### config.mk
export PLATFORM = sky130hd
export DESIGN_NAME = hefg_guard
export DESIGN_NICKNAME = d
export VERILOG_FILES = /design/src/hefg_pkg.sv /design/src/hefg_bit_tick.sv /design/src/hefg_guard.sv
export SDC_FILE = /design/constraint.sdc
export NUM_CORES = 1
export LEC_CHECK = 0
export BUFFER_PORTS_ARGS = -buffer_cell sky130_fd_sc_hd__buf_2
export CAP_MARGIN = 20
export CORE_ASPECT_RATIO = 0.75
export CORE_MARGIN = 2
export CORE_UTILIZATION = 58
export DETAILED_ROUTE_END_ITERATION = 6
export GPL_TIMING_DRIVEN = 0
export PLACE_DENSITY = 0.86
export SYNTH_ARGS = -nofsm -noshare
export SYNTH_HDL_FRONTEND = slang
export SYNTH_SLANG_ARGS = --single-unit
### constraint.sdc
create_clock -name clk -period 3.7 [get_ports clk]
set_input_delay 0.74 -clock clk [delete_from_list [all_inputs] [get_ports clk]]
set_output_delay 0.74 -clock clk [all_outputs]
set_load 0.03 [all_outputs]
### src/hefg_pkg.sv
// Package of constants and types for the host end-of-frame guard
package hefg_pkg;
   // ********************************************************************
   // Frame and threshold constants (full-speed bit times)
   // ********************************************************************
   localparam int            FS_BIT_NS        = 83;
   localparam int            CLK_NS           = 4;
   localparam logic [3:0]    BIT_DIV_RST      = 4'h0;
   localparam logic [13:0]   FRAME_BITS       = 14'h2EDF;
   localparam logic [13:0]   LAST_START_BT    = 14'h002A;
   localparam logic [13:0]   RX_CUTOFF_BT     = 14'h0029;
   localparam logic [13:0]   FS_HS_EOP_BT     = 14'h004C;
   localparam logic [13:0]   LS_HS_EOP_BT     = 14'h0149;
   localparam logic [13:0]   LS_FSEOP_EXTRA   = 14'h000D;
   localparam logic [13:0]   IN_TOKEN_BITS    = 14'h0022;
   localparam logic [13:0]   HDR_CRC_BITS     = 14'h0020;
   localparam logic [13:0]   TURN_BITS        = 14'h0012;
   localparam logic [13:0]   LS_PREAMBLE_BITS = 14'h0014;
   localparam logic [13:0]   LS_SCALE_SHIFT   = 14'h0003;
   localparam logic [2:0]    ABORT_ONES       = 3'h7;
   localparam logic [1:0]    EOP_BITS         = 2'h3;
   localparam logic [3:0]    LS_BIT_FS        = 4'h8;

   typedef enum logic [1:0] {ABT_IDLE, ABT_ONES, ABT_EOP} hefg_abort_e;
endpackage : hefg_pkg

### src/hefg_bit_tick.sv
// Full-speed bit-time enable divider
`timescale 1ns/1ps
`default_nettype none
module hefg_bit_tick
   import hefg_pkg::*;
(
   input  wire logic clk,
   input  wire logic rst_n,
   input  wire logic sync,
   output logic      tick
);
   // Twelve MHz is not an integer divide of 250 MHz; an accumulator keeps
   // the long-run rate exact at the cost of one cycle of jitter per bit.
   localparam logic [9:0] ACC_STEP = 10'h00C;
   localparam logic [9:0] ACC_MOD  = 10'h0FA;
   logic [9:0] accQ;
   logic [9:0] accD;
   logic       tickD;
   logic       tickQ;

   always_comb
   begin
      tickD = 1'b0;
      accD  = accQ + ACC_STEP;
      if (sync)
      begin
         accD = '0;
      end
      else if (accD >= ACC_MOD)
      begin
         accD  = accD - ACC_MOD;
         tickD = 1'b1;
      end
   end

   always_ff @(posedge clk or negedge rst_n)
   begin
      if (!rst_n)
      begin
         accQ  <= '0;
         tickQ <= 1'b0;
      end
      else
      begin
         accQ  <= accD;
         tickQ <= tickD;
      end
   end

   assign tick = tickQ;
endmodule : hefg_bit_tick
`default_nettype wire

### src/hefg_guard.sv
// End-of-frame transaction guard for a full/low-speed host
`timescale 1ns/1ps
`default_nettype none
module hefg_guard
   import hefg_pkg::*;
(
   input  wire logic        clk,
   input  wire logic        rst_n,
   input  wire logic        sofStart,
   input  wire logic        txStartReq,
   input  wire logic        txIsInToken,
   input  wire logic        txLowSpeed,
   input  wire logic [10:0] maxRespBytes,
   input  wire logic        txDataActive,
   input  wire logic        txDataNonIso,
   input  wire logic        rxActive,
   input  wire logic        rxStartPredOk,
   input  wire logic        acceptPredicted,
   input  wire logic        lsFsEopOk,
   input  wire logic        strictMode,
   output logic [13:0]      bitTime,
   output logic             txStartOk,
   output logic             dataHsFitOk,
   output logic             rxDiscard,
   output logic             abortActive,
   output logic             abortBit,
   output logic             abortEop,
   output logic             abortLowSpeed
);
   // ********************************************************************
   // Worst-case IN interval
   // ********************************************************************
   function automatic logic [13:0] inInterval(input logic [10:0] nBytes,
                                              input logic        ls,
                                              input logic        strict);
      logic [17:0] bits;
      logic [17:0] total;
      begin
         bits  = {4'h0, nBytes, 3'h0} + {4'h0, HDR_CRC_BITS};
         total = (bits * 18'd7 + 18'd5) / 18'd6;
         total = total + {4'h0, IN_TOKEN_BITS} + {4'h0, TURN_BITS};
         if (strict)
         begin
            total = total + {4'h0, TURN_BITS} + 18'd16;
         end
         if (ls)
         begin
            total = (total << LS_SCALE_SHIFT) + {4'h0, LS_PREAMBLE_BITS};
         end
         if (total > 18'h3FFF)
         begin
            inInterval = 14'h3FFF;
         end
         else
         begin
            inInterval = total[13:0];
         end
      end
   endfunction : inInterval

   // ********************************************************************
   // Frame bit counter
   // ********************************************************************
   logic        tick;
   logic [13:0] cntQ;
   logic [13:0] cntD;

   hefg_bit_tick uTick (
      .clk   (clk),
      .rst_n (rst_n),
      .sync  (sofStart),
      .tick  (tick)
   );

   always_comb
   begin
      cntD = cntQ;
      if (sofStart)
      begin
         cntD = FRAME_BITS;
      end
      else if (tick && cntQ != 14'h0000)
      begin
         cntD = cntQ - 14'h0001;
      end
   end

   // ********************************************************************
   // Start and receive decisions
   // ********************************************************************
   logic [13:0] need;
   logic [14:0] needTot;
   logic [13:0] lsLimit;
   logic        startOkD;
   logic        hsOkD;
   logic        discardQ;
   logic        discardD;

   always_comb
   begin
      need     = inInterval(maxRespBytes, txLowSpeed, strictMode);
      needTot  = {1'b0, need} + {1'b0, RX_CUTOFF_BT};
      lsLimit  = lsFsEopOk ? LS_HS_EOP_BT : LS_HS_EOP_BT + LS_FSEOP_EXTRA;
      // Judged on the coming count so a grant never outlives bit time 42
      startOkD = (cntD >= LAST_START_BT);
      if (txIsInToken && ({1'b0, cntD} < needTot))
      begin
         startOkD = 1'b0;
      end
      hsOkD = txLowSpeed ? (cntQ > lsLimit) : (cntQ > FS_HS_EOP_BT);
      discardD = discardQ;
      // A hub-forced EOP looks like a normal end, so anything still arriving at the
      // cutoff is poisoned until the receiver idles, unless acceptPredicted and rxStartPredOk are both set.
      if (!rxActive)
      begin
         discardD = 1'b0;
      end
      else if (cntQ <= RX_CUTOFF_BT && !(acceptPredicted && rxStartPredOk))
      begin
         discardD = 1'b1;
      end
   end

   // ********************************************************************
   // Abnormal termination sequencer
   // ********************************************************************
   hefg_abort_e abtQ;
   hefg_abort_e abtD;
   logic [2:0]  abtCntQ;
   logic [2:0]  abtCntD;
   logic [3:0]  lsDivQ;
   logic [3:0]  lsDivD;
   logic        abtLsQ;
   logic        abtLsD;
   logic        abtStep;
   logic        hitLimit;

   always_comb
   begin
      abtD     = abtQ;
      abtCntD  = abtCntQ;
      abtLsD   = abtLsQ;
      lsDivD   = lsDivQ;
      abtStep  = 1'b0;
      // Fires on the tick that enters the limit, so the abort begins in that bit
      hitLimit = txLowSpeed ? (cntD == lsLimit) : (cntD == FS_HS_EOP_BT);
      if (tick)
      begin
         lsDivD = (lsDivQ == LS_BIT_FS - 4'h1) ? BIT_DIV_RST : lsDivQ + 4'h1;
         abtStep = !abtLsQ || (lsDivQ == LS_BIT_FS - 4'h1);
      end
      case (abtQ)
         ABT_IDLE:
         begin
            if (tick && hitLimit && txDataActive && txDataNonIso)
            begin
               abtD    = ABT_ONES;
               abtCntD = '0;
               abtLsD  = txLowSpeed;
               lsDivD  = BIT_DIV_RST;
            end
         end
         ABT_ONES:
         begin
            if (abtStep)
            begin
               abtCntD = abtCntQ + 3'h1;
               if (abtCntQ == ABORT_ONES - 3'h1)
               begin
                  abtD    = ABT_EOP;
                  abtCntD = '0;
               end
            end
         end
         ABT_EOP:
         begin
            if (abtStep)
            begin
               abtCntD = abtCntQ + 3'h1;
               if (abtCntQ == {1'b0, EOP_BITS} - 3'h1)
               begin
                  abtD = ABT_IDLE;
               end
            end
         end
         default:
         begin
            abtD = ABT_IDLE;
         end
      endcase
   end

   // ********************************************************************
   // State registers
   // ********************************************************************
   logic startOkQ;
   logic hsOkQ;

   always_ff @(posedge clk or negedge rst_n)
   begin
      if (!rst_n)
      begin
         cntQ     <= '0;
         startOkQ <= 1'b0;
         hsOkQ    <= 1'b0;
         discardQ <= 1'b0;
         abtQ     <= ABT_IDLE;
         abtCntQ  <= '0;
         abtLsQ   <= 1'b0;
         lsDivQ   <= BIT_DIV_RST;
      end
      else
      begin
         cntQ     <= cntD;
         startOkQ <= startOkD;
         hsOkQ    <= hsOkD;
         discardQ <= discardD;
         abtQ     <= abtD;
         abtCntQ  <= abtCntD;
         abtLsQ   <= abtLsD;
         lsDivQ   <= lsDivD;
      end
   end

   // Gating start with the request keeps a stale grant from leaking out
   assign bitTime       = cntQ;
   assign txStartOk     = startOkQ && txStartReq && (abtQ == ABT_IDLE);
   assign dataHsFitOk   = hsOkQ;
   assign rxDiscard     = discardQ;
   assign abortActive   = (abtQ != ABT_IDLE);
   assign abortBit      = (abtQ == ABT_ONES);
   assign abortEop      = (abtQ == ABT_EOP);
   assign abortLowSpeed = abtLsQ;
endmodule : hefg_guard
`default_nettype wire

# ---- Yosys cells after proc, flatten, opt, wreduce, memory -nomap -nowiden
# Index checks and enable logic that the tools add are counted.
dict set report totals {
  register_bits 38
  input_bits 24
  elab_cells 95
}
dict set report classes {
  add_sub_neg 13
  mul 1
  div 1
  order_cmp 7
  n_eq_ne 13
  muxes 31
  n_reduce_logical 19
}
# cell n
set op_table {}
lappend op_table {{$add A18 B5 Y18 const B} 4}
lappend op_table {{$mux W14} 3}
lappend op_table {{$mux W18} 2}
lappend op_table {{$add A14 B6 Y15 const B} 2}
lappend op_table {{$mux W10} 2}
lappend op_table {{$add A18 B3 Y18 const B} 1}
lappend op_table {{$add A18 B6 Y18 const B} 1}
lappend op_table {{$div A18 B3 Y18 const B} 1}
lappend op_table {{$gt A18 B14 Y1 const B} 1}
lappend op_table {{$mul A15 B3 Y18 const B} 1}
lappend op_table {{$mux W4} 4}
lappend op_table {{$lt A14 B15 Y1} 1}
lappend op_table {{$eq A14 B7 Y1 const B} 1}
lappend op_table {{$eq A14 B9 Y1} 1}
lappend op_table {{$ge A14 B6 Y1 const B} 1}
lappend op_table {{$gt A14 B7 Y1 const B} 1}
lappend op_table {{$gt A14 B9 Y1} 1}
lappend op_table {{$le A14 B6 Y1 const B} 1}
lappend op_table {{$reduce_bool A14 Y1} 1}
lappend op_table {{$sub A14 B1 Y14 const B} 1}
lappend op_table {{$mux W3} 4}
lappend op_table {{$add A10 B4 Y10 const B} 1}
lappend op_table {{$ge A10 B8 Y1 const B} 1}
lappend op_table {{$mux W2} 5}
lappend op_table {{other kinds (23)} 43}

# ---- Longest topological paths before layout
# Gate-level depths: netlist (run 1).
dict set report depth {
  word_depth 17
  ltp_mapped 62
  mapped_depth_nobuf 56
}

# ---- Hierarchy
# Synthesis (run 1) repeated with hierarchy kept, for this count alone.
dict set report hier_totals {
  cells_unflattened 1117
  hier_area_um2 8426.8
}
# mod instances cells_per_inst area_per_inst_um2
set by_module_without_submodules {}
lappend by_module_without_submodules {hefg_guard 1 1030 7588.5}
lappend by_module_without_submodules {hefg_bit_tick 1 87 838.3}

# ---- Worst setup path before layout (run 1)
# No wires, ideal clock.
dict set report synth_path {
  kind {in2reg}
  startpoint {input maxRespBytes[4]}
  endpoint {register startOkQ}
  setup_time_ns 0.078
  arrival_time_ns 11.995
  required_time_ns 3.622
  setup_slack_ns -8.373
  cell_stages 58
  path_cell_list {nand3_1 > nor2_1 > and2_1 > nand3_1 > xor2_1 > xnor2_1 > ha_1 > o21bai_1 > ha_1 > ha_1 > buf_6 > a21o_1 > a211oi_1 > o211ai_1 > and3_1 > or3_1 > buf_6 > and2_4 > [... 22 more ...] > a221oi_2 > o221a_1 > buf_2 > o21ai_0 > ha_1 > o21ai_0 > o21ai_0 > a21oi_1 > xnor2_1 > nand2_1 > ha_1 > nand4_1 > nor2_1 > o21ai_0 > a31oi_1 > o221ai_1 > a221o_1 > a21oi_1}
}
dict set report synth_between {
  elab_chain_len 17
}
# element line_no
set synth_lines {}
lappend synth_lines {{from (decl)} hefg_guard.sv:13} ;# input wire logic [10:0] maxRespBytes,
lappend synth_lines {{$add A14 B6 Y15 (*)} hefg_guard.sv:39} ;# bits = {4'h0, nBytes, 3'h0} + {4'h0, HDR_CRC_BITS};
lappend synth_lines {{$mul A15 B3 Y18 (*)} hefg_guard.sv:40} ;# total = (bits * 18'd7 + 18'd5) / 18'd6;
lappend synth_lines {{$add A18 B3 Y18 (*)} hefg_guard.sv:40}
lappend synth_lines {{$div A18 B3 Y18 (*)} hefg_guard.sv:40}
lappend synth_lines {{$add A18 B6 Y18 (*)} hefg_guard.sv:41} ;# total = total + {4'h0, IN_TOKEN_BITS} + {4'h0, TURN_BITS};
lappend synth_lines {{$add A18 B5 Y18 (*)} hefg_guard.sv:41}
lappend synth_lines {{$add A18 B5 Y18 (2 in a row)} hefg_guard.sv:44} ;# total = total + {4'h0, TURN_BITS} + 18'd16;
lappend synth_lines {{$mux W18 (*)} hefg_guard.sv:42} ;# if (strict)
lappend synth_lines {{$add A18 B5 Y18} hefg_guard.sv:48} ;# total = (total << LS_SCALE_SHIFT) + {4'h0, LS_PREAMBLE_BITS};
lappend synth_lines {{$mux W18 (*)} hefg_guard.sv:46} ;# if (ls)
lappend synth_lines {{$gt A18 B14 Y1} hefg_guard.sv:50} ;# if (total > 18'h3FFF)
lappend synth_lines {{$mux W14 (*)} hefg_guard.sv:50}
lappend synth_lines {{$add A14 B6 Y15 (*)} hefg_guard.sv:102} ;# needTot = {1'b0, need} + {1'b0, RX_CUTOFF_BT};
lappend synth_lines {{$lt A14 B15 Y1 (*)} hefg_guard.sv:106} ;# if (txIsInToken && ({1'b0, cntD} < needTot))
lappend synth_lines {{$logic_and A1 B1 Y1 (*)} hefg_guard.sv:106}
lappend synth_lines {{$mux W1 (*)} hefg_guard.sv:106}
lappend synth_lines {{via startOkD} hefg_guard.sv:94} ;# logic startOkD;
lappend synth_lines {{to (signal assigned)} hefg_guard.sv:215} ;# startOkQ <= startOkD;
lappend synth_lines {{to (decl)} hefg_guard.sv:196} ;# logic startOkQ;
# The timed path passes the listed nets; every way through them passes the cells marked *.
# A chain may end at the register's enable or synchronous reset.

# ---- Final worst setup path (run 1)
dict set report layout_path {
  startpoint {input maxRespBytes[2]}
  endpoint {register startOkQ}
}
# Same word-level chain as after synthesis.

==> results by group, run 1 <==
CTS
  • Total CTS buffers: 5
  • Clk slew on worst S/H paths: 60 ps
  • CTS sink count: 37
  • H-tree depth reported by CTS: 2
  • CTS tree: done
  • Clk buf depth: 2
  • Post-cts hold buffer count: 0
  • CTS root buffer: clkbuf_16
  • Clk_lat worst skew: 290 ps

STA
  • Fin crit period: 12480 ps
  • Slew headroom: approximately 33%
  • TNS Setup: -9370 ps
  • RSZ-0062 raised after global routing: true
  • Fmax: 80.1 MHz
  • Clock Skews: 4.94 ps
  • Fin worst setup slack: -8780 ps
  • Slew Limit Fails: 0
  • Final setup vio count: 6
  • Worst hold slack: 497 ps
  • Pin slew with the least headroom to its limit: 1000 ps
  • Period utilisation layout: 337%
  • Number of hold violations in the final report: 0

Setup path
  • Cell family with most CP delay: compound AO/OA/AOI/OAI gates
  • Reg2reg setup slack: -240 ps
  • Critical Path Source Type: input pin
  • Critical path endpoint category: flop
  • Critical Path Slowest Stage Cell: or4_4
  • R2R Path End: startOkQ
  • Worst stage delay on the critical path: about 490 ps
  • Crit path DAT: 12680 ps
  • Buf/Inv on CP: 6
  • Reg2reg path depth: 19
  • Worst setup path category: input pin to flop
  • CP max FO: 10
  • Req. time, crit path: 3900 ps
  • R2r startpoint: bitTime[11]

Drt
  • First-iteration detailed-routing DRC count: 1177
  • Routed WL: ~29000 um
  • DR WL/cell: between 20 and 25 um
  • Post-DRT Antenna Nets: 0
  • Total number of vias: between 9000 and 10000
  • Drt via density: 7.05
  • DR DRC count: 8
  • First-pass detailed-route iteration total: 7

Yosys
  • Sequential fraction of the synthesis area: roughly 12%
  • Post-synth EDFFs: 0
  • Synthesized area per cell: around 7.4 um2
  • Netlist cell types: 108
  • Commonest cells in the synthesized netlist: 114 x nor2_1, 106 x nand2_1, 71 x ha_1
  • Top cells by area, synth: dfrtp_1 12%, ha_1 12%, xnor2_1 6.3%, nor2_1 5.6%, nand2_1 5.2%
  • Synthesized area: between 0.007 and 0.008 mm2
  • Synth warn: 0
  • Post-synth ARST share: 100%
  • Primary FF master, synth: dfrtp_1
  • Area leader, netlist: dfrtp_1
  • Area share of the largest cell type after synthesis: 12.1%
  • Synth Instances: 1031
  • Most frequent cell after synthesis: nor2_1
  • Seq cells post-synth: 37
  • Syn nets: approximately 1100

Worst hold path
  • Origin of the worst min-delay path: rxDiscard
  • Hold Path Class: flop to flop
  • Hold depth: 1
  • End of the worst hold path: rxDiscard

Floorplanning
  • I/O Pins: 45
  • Row Count: 36
  • Initial Utilization: between 50% and 60%
  • Die Span X: 137 um
  • Core area: about 0.013 mm2
  • Die H: 103 um
  • Die area: approximately 0.014 mm2

Placed design
  • GP Congestion: between 0.9 and 1
  • I/O Buffers: 44
  • HPWL Detailed: 15500 um

GRT
  • GRT Overall Usage: 33.5%
  • Initial antenna violation count: 0
  • GRT overflow: 0
  • Largest net degree at the start of global routing: 38
  • Number of global-route vias before repair: 8127
  • Global-route wire length before repair: 38800 um

Cells and area
  • Fillcell total: 717
  • Util after Layout: 78.9%
  • P&R area growth vs syn: 33.4%
  • Final nets: 1273
  • Layout cells sized above 1: 31.3%
  • Antenna diodes: 0

Run status
  • Failing checks: DRC, setup timing
  • Status: finished with violations

Run
  • Max Cap Viol: 0
==> final cells by class <==
class                      instances  area, um2  share of cell area [%]
buffer                            47        279                    2.74
clock buffer                       5        125                    1.23
clock inverter                     3       21.3                   0.209
inverter                          44        170                    1.67
multi-input combinational        903       7410                    72.7
sequential                        37        940                    9.21
tap                              171        214                    2.10
timing repair buffer             138       1040                    10.2
==> cells by family after synthesis <==
| kind of cell | share of synthesized area, % |
|---|---|
| AND/OR/NAND/NOR | 26.9 |
| flip-flops | 12.1 |
| multiplexers | 4.34 |
| XOR/XNOR | 11.8 |
| AO/OA/AOI/OAI | 26.6 |
| buffers and inverters | 5.30 |
| adder cells (fa/ha/maj) | 12.9 |
==> layout by cell type, fill, tap and decap left out, drive strengths merged, types with 11 or more instances in the layout <==
master,n
buf,155
nor3,43
nor2,117
a31oi,11
xnor2,58
dfrtp,37
mux2i,24
o21a,19
xor2,39
and2,14
ha,71
o211ai,14
inv,45
a211oi,11
a21oi,60
nand3,31
nand4,12
o21ai,71
nor2b,13
or3,14
clkbuf,35
nand2,108
nand2b,21
==> stage by stage <==
| step | area [um2] | std cells | setup slack, ps |
|---|---|---|---|
| 2_1_floorplan | 7900 | 1031 | -7700 |
| 4_1_cts | 9620 | 1329 | -8120 |
| 3_3_place_gp | 8340 | 1246 | -9430 |
| 5_1_grt | 10200 | 1348 | -9060 |
| 6_report | 10200 | 1348 | -8780 |
| 3_5_place_dp | 8340 | 1246 | -9690 |
==> registers in the layout (all words and copies together), names as in the netlist <==
register and count:
abortLowSpeed 1, abtCntQ 3, abtQ 2, bitTime 14, dataHsFitOk 1, lsDivQ 4, rxDiscard 1, startOkQ 1
uTick.accQ 9, uTick.tick 1
==> metal layers <==
layer / GRT usage, % / vias to the layer above / share of wire, %
li1: - / 4052 / -
met1: 46.7 / 4360 / 38
met2: 53.0 / 847 / 44
met3: 6.04 / 238 / 12
met4: 10.3 / 0 / 5.5
met5: 0 / - / 0
==> worst max-delay path by stage <==
stage          cells after the start            start  slack (ps)       end
2_1_floorplan                     60  maxRespBytes[4]       -7700  startOkQ
6_report                          54  maxRespBytes[2]       -8780  startOkQ
3_5_place_dp                      54  maxRespBytes[2]       -9690  startOkQ
3_3_place_gp                      53  maxRespBytes[2]       -9430  startOkQ
5_1_grt                           57  maxRespBytes[2]       -9060  startOkQ
4_1_cts                           58  maxRespBytes[4]       -8120  startOkQ
==> repair_timing <==
action / in CTS / in global routing
pin swaps: 66 / 55
buffers inserted: 75 / 20
resized for setup: 107 / 76
endpoints found under the setup margin: 11 / 7
Power of run 1 is left out: the tool's default activity adds up to more than one toggle a clock period on the data nets, which glitch-free logic cannot reach.
==> run 2: changes to the inputs <==
BUFFER_PORTS_ARGS = -buffer_cell sky130_fd_sc_hd__clkbuf_2   (was -buffer_cell sky130_fd_sc_hd__buf_2)
CORE_UTILIZATION = 35   (was 58)
PLACE_DENSITY = 0.59   (was 0.86)
==> run 2 against run 1 <==
  * The flow finishes with violations (setup timing)
  * Critical path depth rose by 5
  * Sequential share of layout area about the same
  * Final cell count up 8.5%
  * Register-to-register slack worse by 100 ps
  * Setup slack improved by 590 ps
  * Largest cell class unchanged
==> results by group, run 2 (synthesized netlist as in run 1, its figures left out) <==
Cells and area
  • Fillcell total: 2113 (+190%)
  • Final nets: 1270 (-0.24%)
  • Commonest non-fill, non-tap cell in the layout: nor2_1
  • Antenna diodes: 0 (unchanged)
  • Final instance area: 0.0101 mm2 (-0.61%)
  • Most frequent cells in the layout: 111 x nor2_1, 99 x nand2_1, 90 x buf_4
  • Layout cells sized above 1: 29.8% (-1.5 points)
  • P&R area growth vs syn: 32.6%
  • Max reg flops: 14 (unchanged)

Setup path
  • Most used cell, CP: buf_6
  • Buf/Inv on CP: 10 (+4)
  • Critical Path Source Type: input pin
  • Crit path DAT: 12090 ps (-590 ps)
  • CP max FO: 10 (unchanged)
  • R2r startpoint: bitTime[10]
  • Worst setup path category: input pin to flop
  • Critical path endpoint category: flop
  • Critical Path Slowest Stage Cell: or4_4
  • Req. time, crit path: 3900 ps (about the same)
  • Crit path from: maxRespBytes[4]
  • Worst stage delay on the critical path: 520 ps (+30 ps)
  • Cell family with most CP delay: compound AO/OA/AOI/OAI gates

STA
  • Slew Limit Fails: 0 (unchanged)
  • Period utilisation layout: 321% (-16 points)
  • RSZ-0062 raised after global routing: true
  • Final setup vio count: 6 (unchanged)
  • Fmax: 84.1 MHz (+5.0%)
  • Slew headroom: 28.7% (-3.9 points)
  • Clock Skews: 8.88 ps (+3.94 ps)
  • Fin worst setup slack: -8190 ps (+594 ps)
  • Fin crit period: 11890 ps (-594 ps)
  • Pin slew with the least headroom to its limit: 1060 ps (+58.4 ps)
  • Number of hold violations in the final report: 0 (unchanged)

Worst hold path
  • Origin of the worst min-delay path: abtCntQ[2]
  • Hold Path Class: flop to flop

Placed design
  • HPWL Detailed: 15900 um (+2.6%)
  • I/O Buffers: 44 (unchanged)
  • GP Congestion: 0.906 (-7.6%)
  • Placed standard-cell area: 0.00848 mm2 (+1.8%)

Floorplanning
  • Core area: 0.0213 mm2 (+65%)
  • Initial Utilization: 35.9% (-23 points)
  • Die H: 132 um (+28%)
  • Row Count: 46 (+28%)
  • Die Span X: 175 um (+28%)
  • Die area: 0.0231 mm2 (+63%)
  • I/O Pins: 45 (unchanged)

Drt
  • DR DRC count: 0 (-8)
  • First-pass detailed-route iteration total: 5 (-2)
  • Routed WL: 21700 um (-24%)
  • Total number of vias: 7981 (-16%)
  • First-iteration detailed-routing DRC count: 504 (-57%)
  • Post-DRT Antenna Nets: 0 (unchanged)
  • DR WL/cell: 14.9 um (-30%)
  • Drt via density: 5.46 (-23%)

CTS
  • Total CTS buffers: 5 (unchanged)
  • Post-cts hold buffer count: 0 (unchanged)
  • CTS sink count: 37 (unchanged)
  • CTS tree: done
  • Clk buf depth: 2 (unchanged)
  • Clk slew on worst S/H paths: 50 ps (about the same)
  • CTS root buffer: clkbuf_16
  • H-tree depth reported by CTS: 2 (unchanged)
  • Clk_lat worst skew: 290 ps (about the same)

GRT
  • Global-route wire length before repair: 36900 um (-4.9%)
  • GRT Overall Usage: 18.6% (-15 points)
  • Largest net degree at the start of global routing: 38 (unchanged)
  • Initial antenna violation count: 0 (unchanged)
  • Number of global-route vias before repair: 7428 (-8.6%)
  • GRT overflow: 0 (unchanged)

Run
  • Max Cap Viol: 0 (unchanged)

Run status
  • Status: finished with violations
  • Failing checks: setup timing
run 2: cell count changes in the layout (fill, tap and decap cells not counted), moves of 4 or more:
cell,previous run,this run
buf_8,4,0
nor2_1,107,111
ha_1,52,59
buf_2,43,8
nor2_2,6,2
buf_12,4,0
clkbuf_2,2,41
ha_2,8,3
run 2: layout make-up:
cell class / count / area (um2) / area share [%]
Timing Repair Buffer: 136 / 942 / 9.29
Inverter: 44 / 170 / 1.68
Clock buffer: 7 / 143 / 1.41
Multi-Input combinational cell: 904 / 7300 / 72.0
Tap cell: 288 / 360 / 3.55
Clock inverter: 1 / 30.0 / 0.296
Sequential cell: 37 / 938 / 9.26
Buffer: 45 / 258 / 2.54
run 2: final timing paths:
| path | cells after the start | end | slack, ps |
|---|---|---|---|
| max in group asynchronous | 1 | bitTime[1] | 2420 |
| worst min-delay path | 1 | abtCntQ[2] | 500 |
| min in group asynchronous | 1 | uTick.accQ[4] | 590 |
| worst max register to register | 22 | startOkQ | -340 |
| worst max-delay path | 59 | startOkQ | -8190 |
| worst min register to register | 1 | abtCntQ[2] | 500 |
run 2: metal layers:
layer  part of all wire [%]  vias to the layer above  track usage, %
met5                      0                        -               0
met4                   0.33                        0            1.67
met3                    4.2                        9            2.13
met2                     41                      186            27.5
met1                     54                     3743            29.6
li1                       -                     4043               -
run 2: stage by stage:
step	std cells	utilization [%]	hold slack [ps]	setup slack (ps)	setup TNS, ps
floorplan	1031	-	444	-7700	-7790
global placement	1363	39.8	481	-9780	-11370
detailed placement	1363	39.8	489	-9750	-11480
CTS	1445	45.7	502	-8130	-9320
global route	1462	47.6	519	-8780	-10440
finish	1462	47.6	501	-8190	-8810
run 2: what timing repair did:
action / CTS / global route
endpoints found under the setup margin: 11 / 11
gates cloned: 2 / 0
pin swaps: 56 / 47
resized for setup: 93 / 56
buffers inserted: 73 / 19
Power of run 2 is left out for the same reason.
==> run 3: changes to the inputs <==
PLACE_DENSITY = 0.58   (was 0.59)
SETUP_SLACK_MARGIN = 0.3   (was default)
SYNTH_HIERARCHICAL = 1   (was default)
TNS_END_PERCENT = 20   (was default)
==> run 3 against run 2 <==
  * The run ends with DRC, setup timing left
  * Core utilization fell by 2.5 points
  * Flip-flop and latch count did not move
  * Global-route usage increased by 1.8 points
  * Clock-buffer cell count fell by 2
  * Clock skew shrank 1.1 ps
  * Register-to-register slack worse by 60 ps
  * Highest routed layer unchanged
==> results by group, run 3 <==
Run status
  • Status: finished with violations
  • Failing checks: DRC, setup timing

Yosys
  • Seq cells post-synth: 37 (unchanged)
  • Mux cell area share after synthesis: 3.03% (-1.3 points)
  • Syn nets: 1213 (+7.5%)
  • Synthesized area: 0.00843 mm2 (+10%)
  • Top cells by area, synth: dfrtp_1 11%, ha_1 10%, xnor2_1 5.5%, nand2_1 4.4%, nor2_1 3.9%
  • Synth warn: 6 (+6)
  • Sequential fraction of the synthesis area: 11.0% (-1.1 points)
  • Post-synth ARST share: 100% (unchanged)
  • Largest family of logic cells by synthesized area: compound AO/OA/AOI/OAI gates
  • Area leader, netlist: dfrtp_1
  • Area share of the largest cell type after synthesis: 11.0% (-1.1 points)
  • Post-Synth Adder-Cell Area: 11.5% (-1.5 points)
  • Post-synth EDFFs: 0 (unchanged)
  • Primary FF master, synth: dfrtp_1
  • Netlist cell types: 125 (+16%)
  • Compound-Gate Fraction of Synth Area: 31.6% (+5.1 points)
  • Synth Area in Simple Gates: 28.7% (+1.8 points)
  • Synthesized area per cell: 7.54 um2 (+1.7%)
  • Most frequent cell after synthesis: nand2_1
  • Commonest cells in the synthesized netlist: 98 x nand2_1, 87 x nor2_1, 70 x ha_1
  • Post-synthesis xor/xnor area fraction: 9.35% (-2.5 points)
  • Synth Instances: 1117 (+8.3%)

GRT
  • Largest net degree at the start of global routing: 38 (unchanged)
  • Number of global-route vias before repair: 8575 (+15%)
  • Global-route wire length before repair: 43900 um (+19%)
  • GRT Overall Usage: 20.4% (+1.8 points)
  • Initial antenna violation count: 0 (unchanged)
  • GRT overflow: 0 (unchanged)

Cells and area
  • Fillcell total: 2335 (+11%)
  • Max reg flops: 14 (unchanged)
  • Area of the multi-input gates: 0.00791 mm2 (+8.3%)
  • Register Area: 933 um2 (-0.53%)
  • Most frequent cells in the layout: 92 x nand2_1, 90 x buf_4, 79 x nor2_1
  • Commonest non-fill, non-tap cell in the layout: nand2_1
  • Layout cells sized above 1: 28.7% (-1.1 points)
  • Util after Layout: 45.2% (-2.5 points)
  • Final nets: 1349 (+6.2%)
  • Antenna diodes: 0 (unchanged)
  • Final Non-Filler Cells: 1560 (+6.7%)
  • P&R area growth vs syn: 27.5%

Floorplanning
  • Row Count: 49 (+6.5%)
  • I/O Pins: 45 (unchanged)
  • Initial Utilization: 35.4% (-0.48 points)
  • Die H: 138 um (+4.8%)
  • Die area: 0.0253 mm2 (+9.9%)
  • Die Span X: 183 um (+4.9%)
  • Core area: 0.0238 mm2 (+12%)

Worst hold path
  • Hold Path Class: flop to flop
  • Hold depth: 1 (unchanged)

CTS
  • Clk_lat worst skew: 290 ps (about the same)
  • CTS tree: done
  • Clk slew on worst S/H paths: 60 ps (about the same)
  • H-tree depth reported by CTS: 2 (unchanged)
  • CTS root buffer: clkbuf_16
  • CTS sink count: 37 (unchanged)
  • Total CTS buffers: 5 (unchanged)
  • Post-cts hold buffer count: 0 (unchanged)
  • Clk buf depth: 2 (unchanged)

Setup path
  • Most used cell, CP: nor2_1
  • Critical Path Slowest Stage Cell: or4_4
  • Critical path endpoint category: flop
  • Worst setup path category: input pin to flop
  • Worst stage delay on the critical path: 540 ps (+20 ps)
  • Crit path DAT: 13110 ps (+1020 ps)
  • Reg2reg path depth: 20 (-9.1%)
  • CP max FO: 10 (unchanged)
  • Critical Path Source Type: input pin
  • Req. time, crit path: 3860 ps (-40 ps)

STA
  • Final setup vio count: 11 (+5)
  • Fmax: 77.2 MHz (-8.2%)
  • TNS Setup: -11710 ps (-2900 ps)
  • Clock Skews: 7.74 ps (-1.14 ps)
  • Slew Limit Fails: 0 (unchanged)
  • Fin worst setup slack: -9250 ps (-1060 ps)
  • Period utilisation layout: 350% (+29 points)
  • RSZ-0062 raised after global routing: true
  • Pin slew with the least headroom to its limit: 953 ps (-109 ps)
  • Number of hold violations in the final report: 0 (unchanged)
  • Slew headroom: 36.0% (+7.3 points)
  • Fin crit period: 12950 ps (+1060 ps)

Drt
  • Drt via density: 5.95 (+9.0%)
  • DR WL/cell: 16.7 um (+12%)
  • Post-DRT Antenna Nets: 0 (unchanged)
  • First-pass detailed-route iteration total: 7 (+2)
  • DR DRC count: 2 (+2)
  • First-iteration detailed-routing DRC count: 694 (+38%)
  • Total number of vias: 9284 (+16%)
  • Routed WL: 26000 um (+20%)

Placed design
  • HPWL Detailed: 19300 um (+21%)
  • I/O Buffers: 42 (-4.5%)
  • Placed Cells incl. Taps: 1465 (+7.5%)
  • GP Congestion: 0.902 (-0.41%)

Run
  • Max Cap Viol: 0 (unchanged)
[run 3: cell types whose count changed in the layout (fill, tap and decap cells not counted), moves of 8 or more]
cell	change
nand4_1	+13
o211ai_1	+13
nor2_1	-32
or3_1	+14
nand3_1	+9
a31oi_1	+8
o21a_1	-8
[run 3: per-layer routing]
| layer | up-vias | global-route usage, % | part of all wire [%] |
|---|---|---|---|
| met3 | 17 | 1.74 | 6.4 |
| met5 | - | 0 | 0 |
| met2 | 293 | 29.3 | 41 |
| met4 | 0 | 3.24 | 0.69 |
| met1 | 4444 | 33.1 | 52 |
| li1 | 4530 | - | - |
[run 3: cell type report]
type	instances	share of cell area, %
clock buffer	5	1.16
clock inverter	3	0.408
multi-input combinational	988	73.6
tap	306	3.56
sequential	37	8.69
buffer	44	2.56
timing repair buffer	129	8.32
inverter	48	1.70
[run 3: logic make-up (layout without fill, tap and decap cells)]
group / count (synthesis) / count (layout)
simple gates: 451 / 451
compound gates: 349 / 349
buf+inv: 92 / 229
xor+xnor: 87 / 87
fa+ha+maj: 77 / 77
flops: 37 / 37
mux: 24 / 24
[run 3: worst max-delay path, delay by kind of cell]
kind                     cells  cell delay, ps
AND/OR/NAND/NOR             24            4180
AO/OA/AOI/OAI               21            4600
XOR/XNOR                     5             860
buffers and inverters        8             940
adder cells (fa/ha/maj)      7            1760
[run 3: final timing paths]
path | from | endpoint | slack, ps
min | abtCntQ[2] | abtCntQ[2] | 520
min reg2reg | abtCntQ[2] | abtCntQ[2] | 520
min in group asynchronous | rst_n | uTick/accQ[8] | 580
max in group asynchronous | rst_n | bitTime[4] | 2470
max reg2reg | bitTime[0] | abtCntQ[2] | -400
max | maxRespBytes[5] | startOkQ | -9250
[run 3: through the flow]
step,setup slack (ps),instance area (um2),hold WS (ps)
floorplan,-8830,8740,444
global placement,-10610,9340,509
detailed placement,-10900,9340,517
CTS,-9110,10600,525
global route,-9950,10700,554
finish,-9250,10700,523
[run 3: what timing repair did]
action | in CTS | in global routing
pin swaps | 73 | 14
buffers inserted | 79 | 8
gates cloned | 0 | 0
gates resized for setup | 89 | 25
setup endpoints to repair | 11 | 11
Power of run 3 is left out for the same reason.
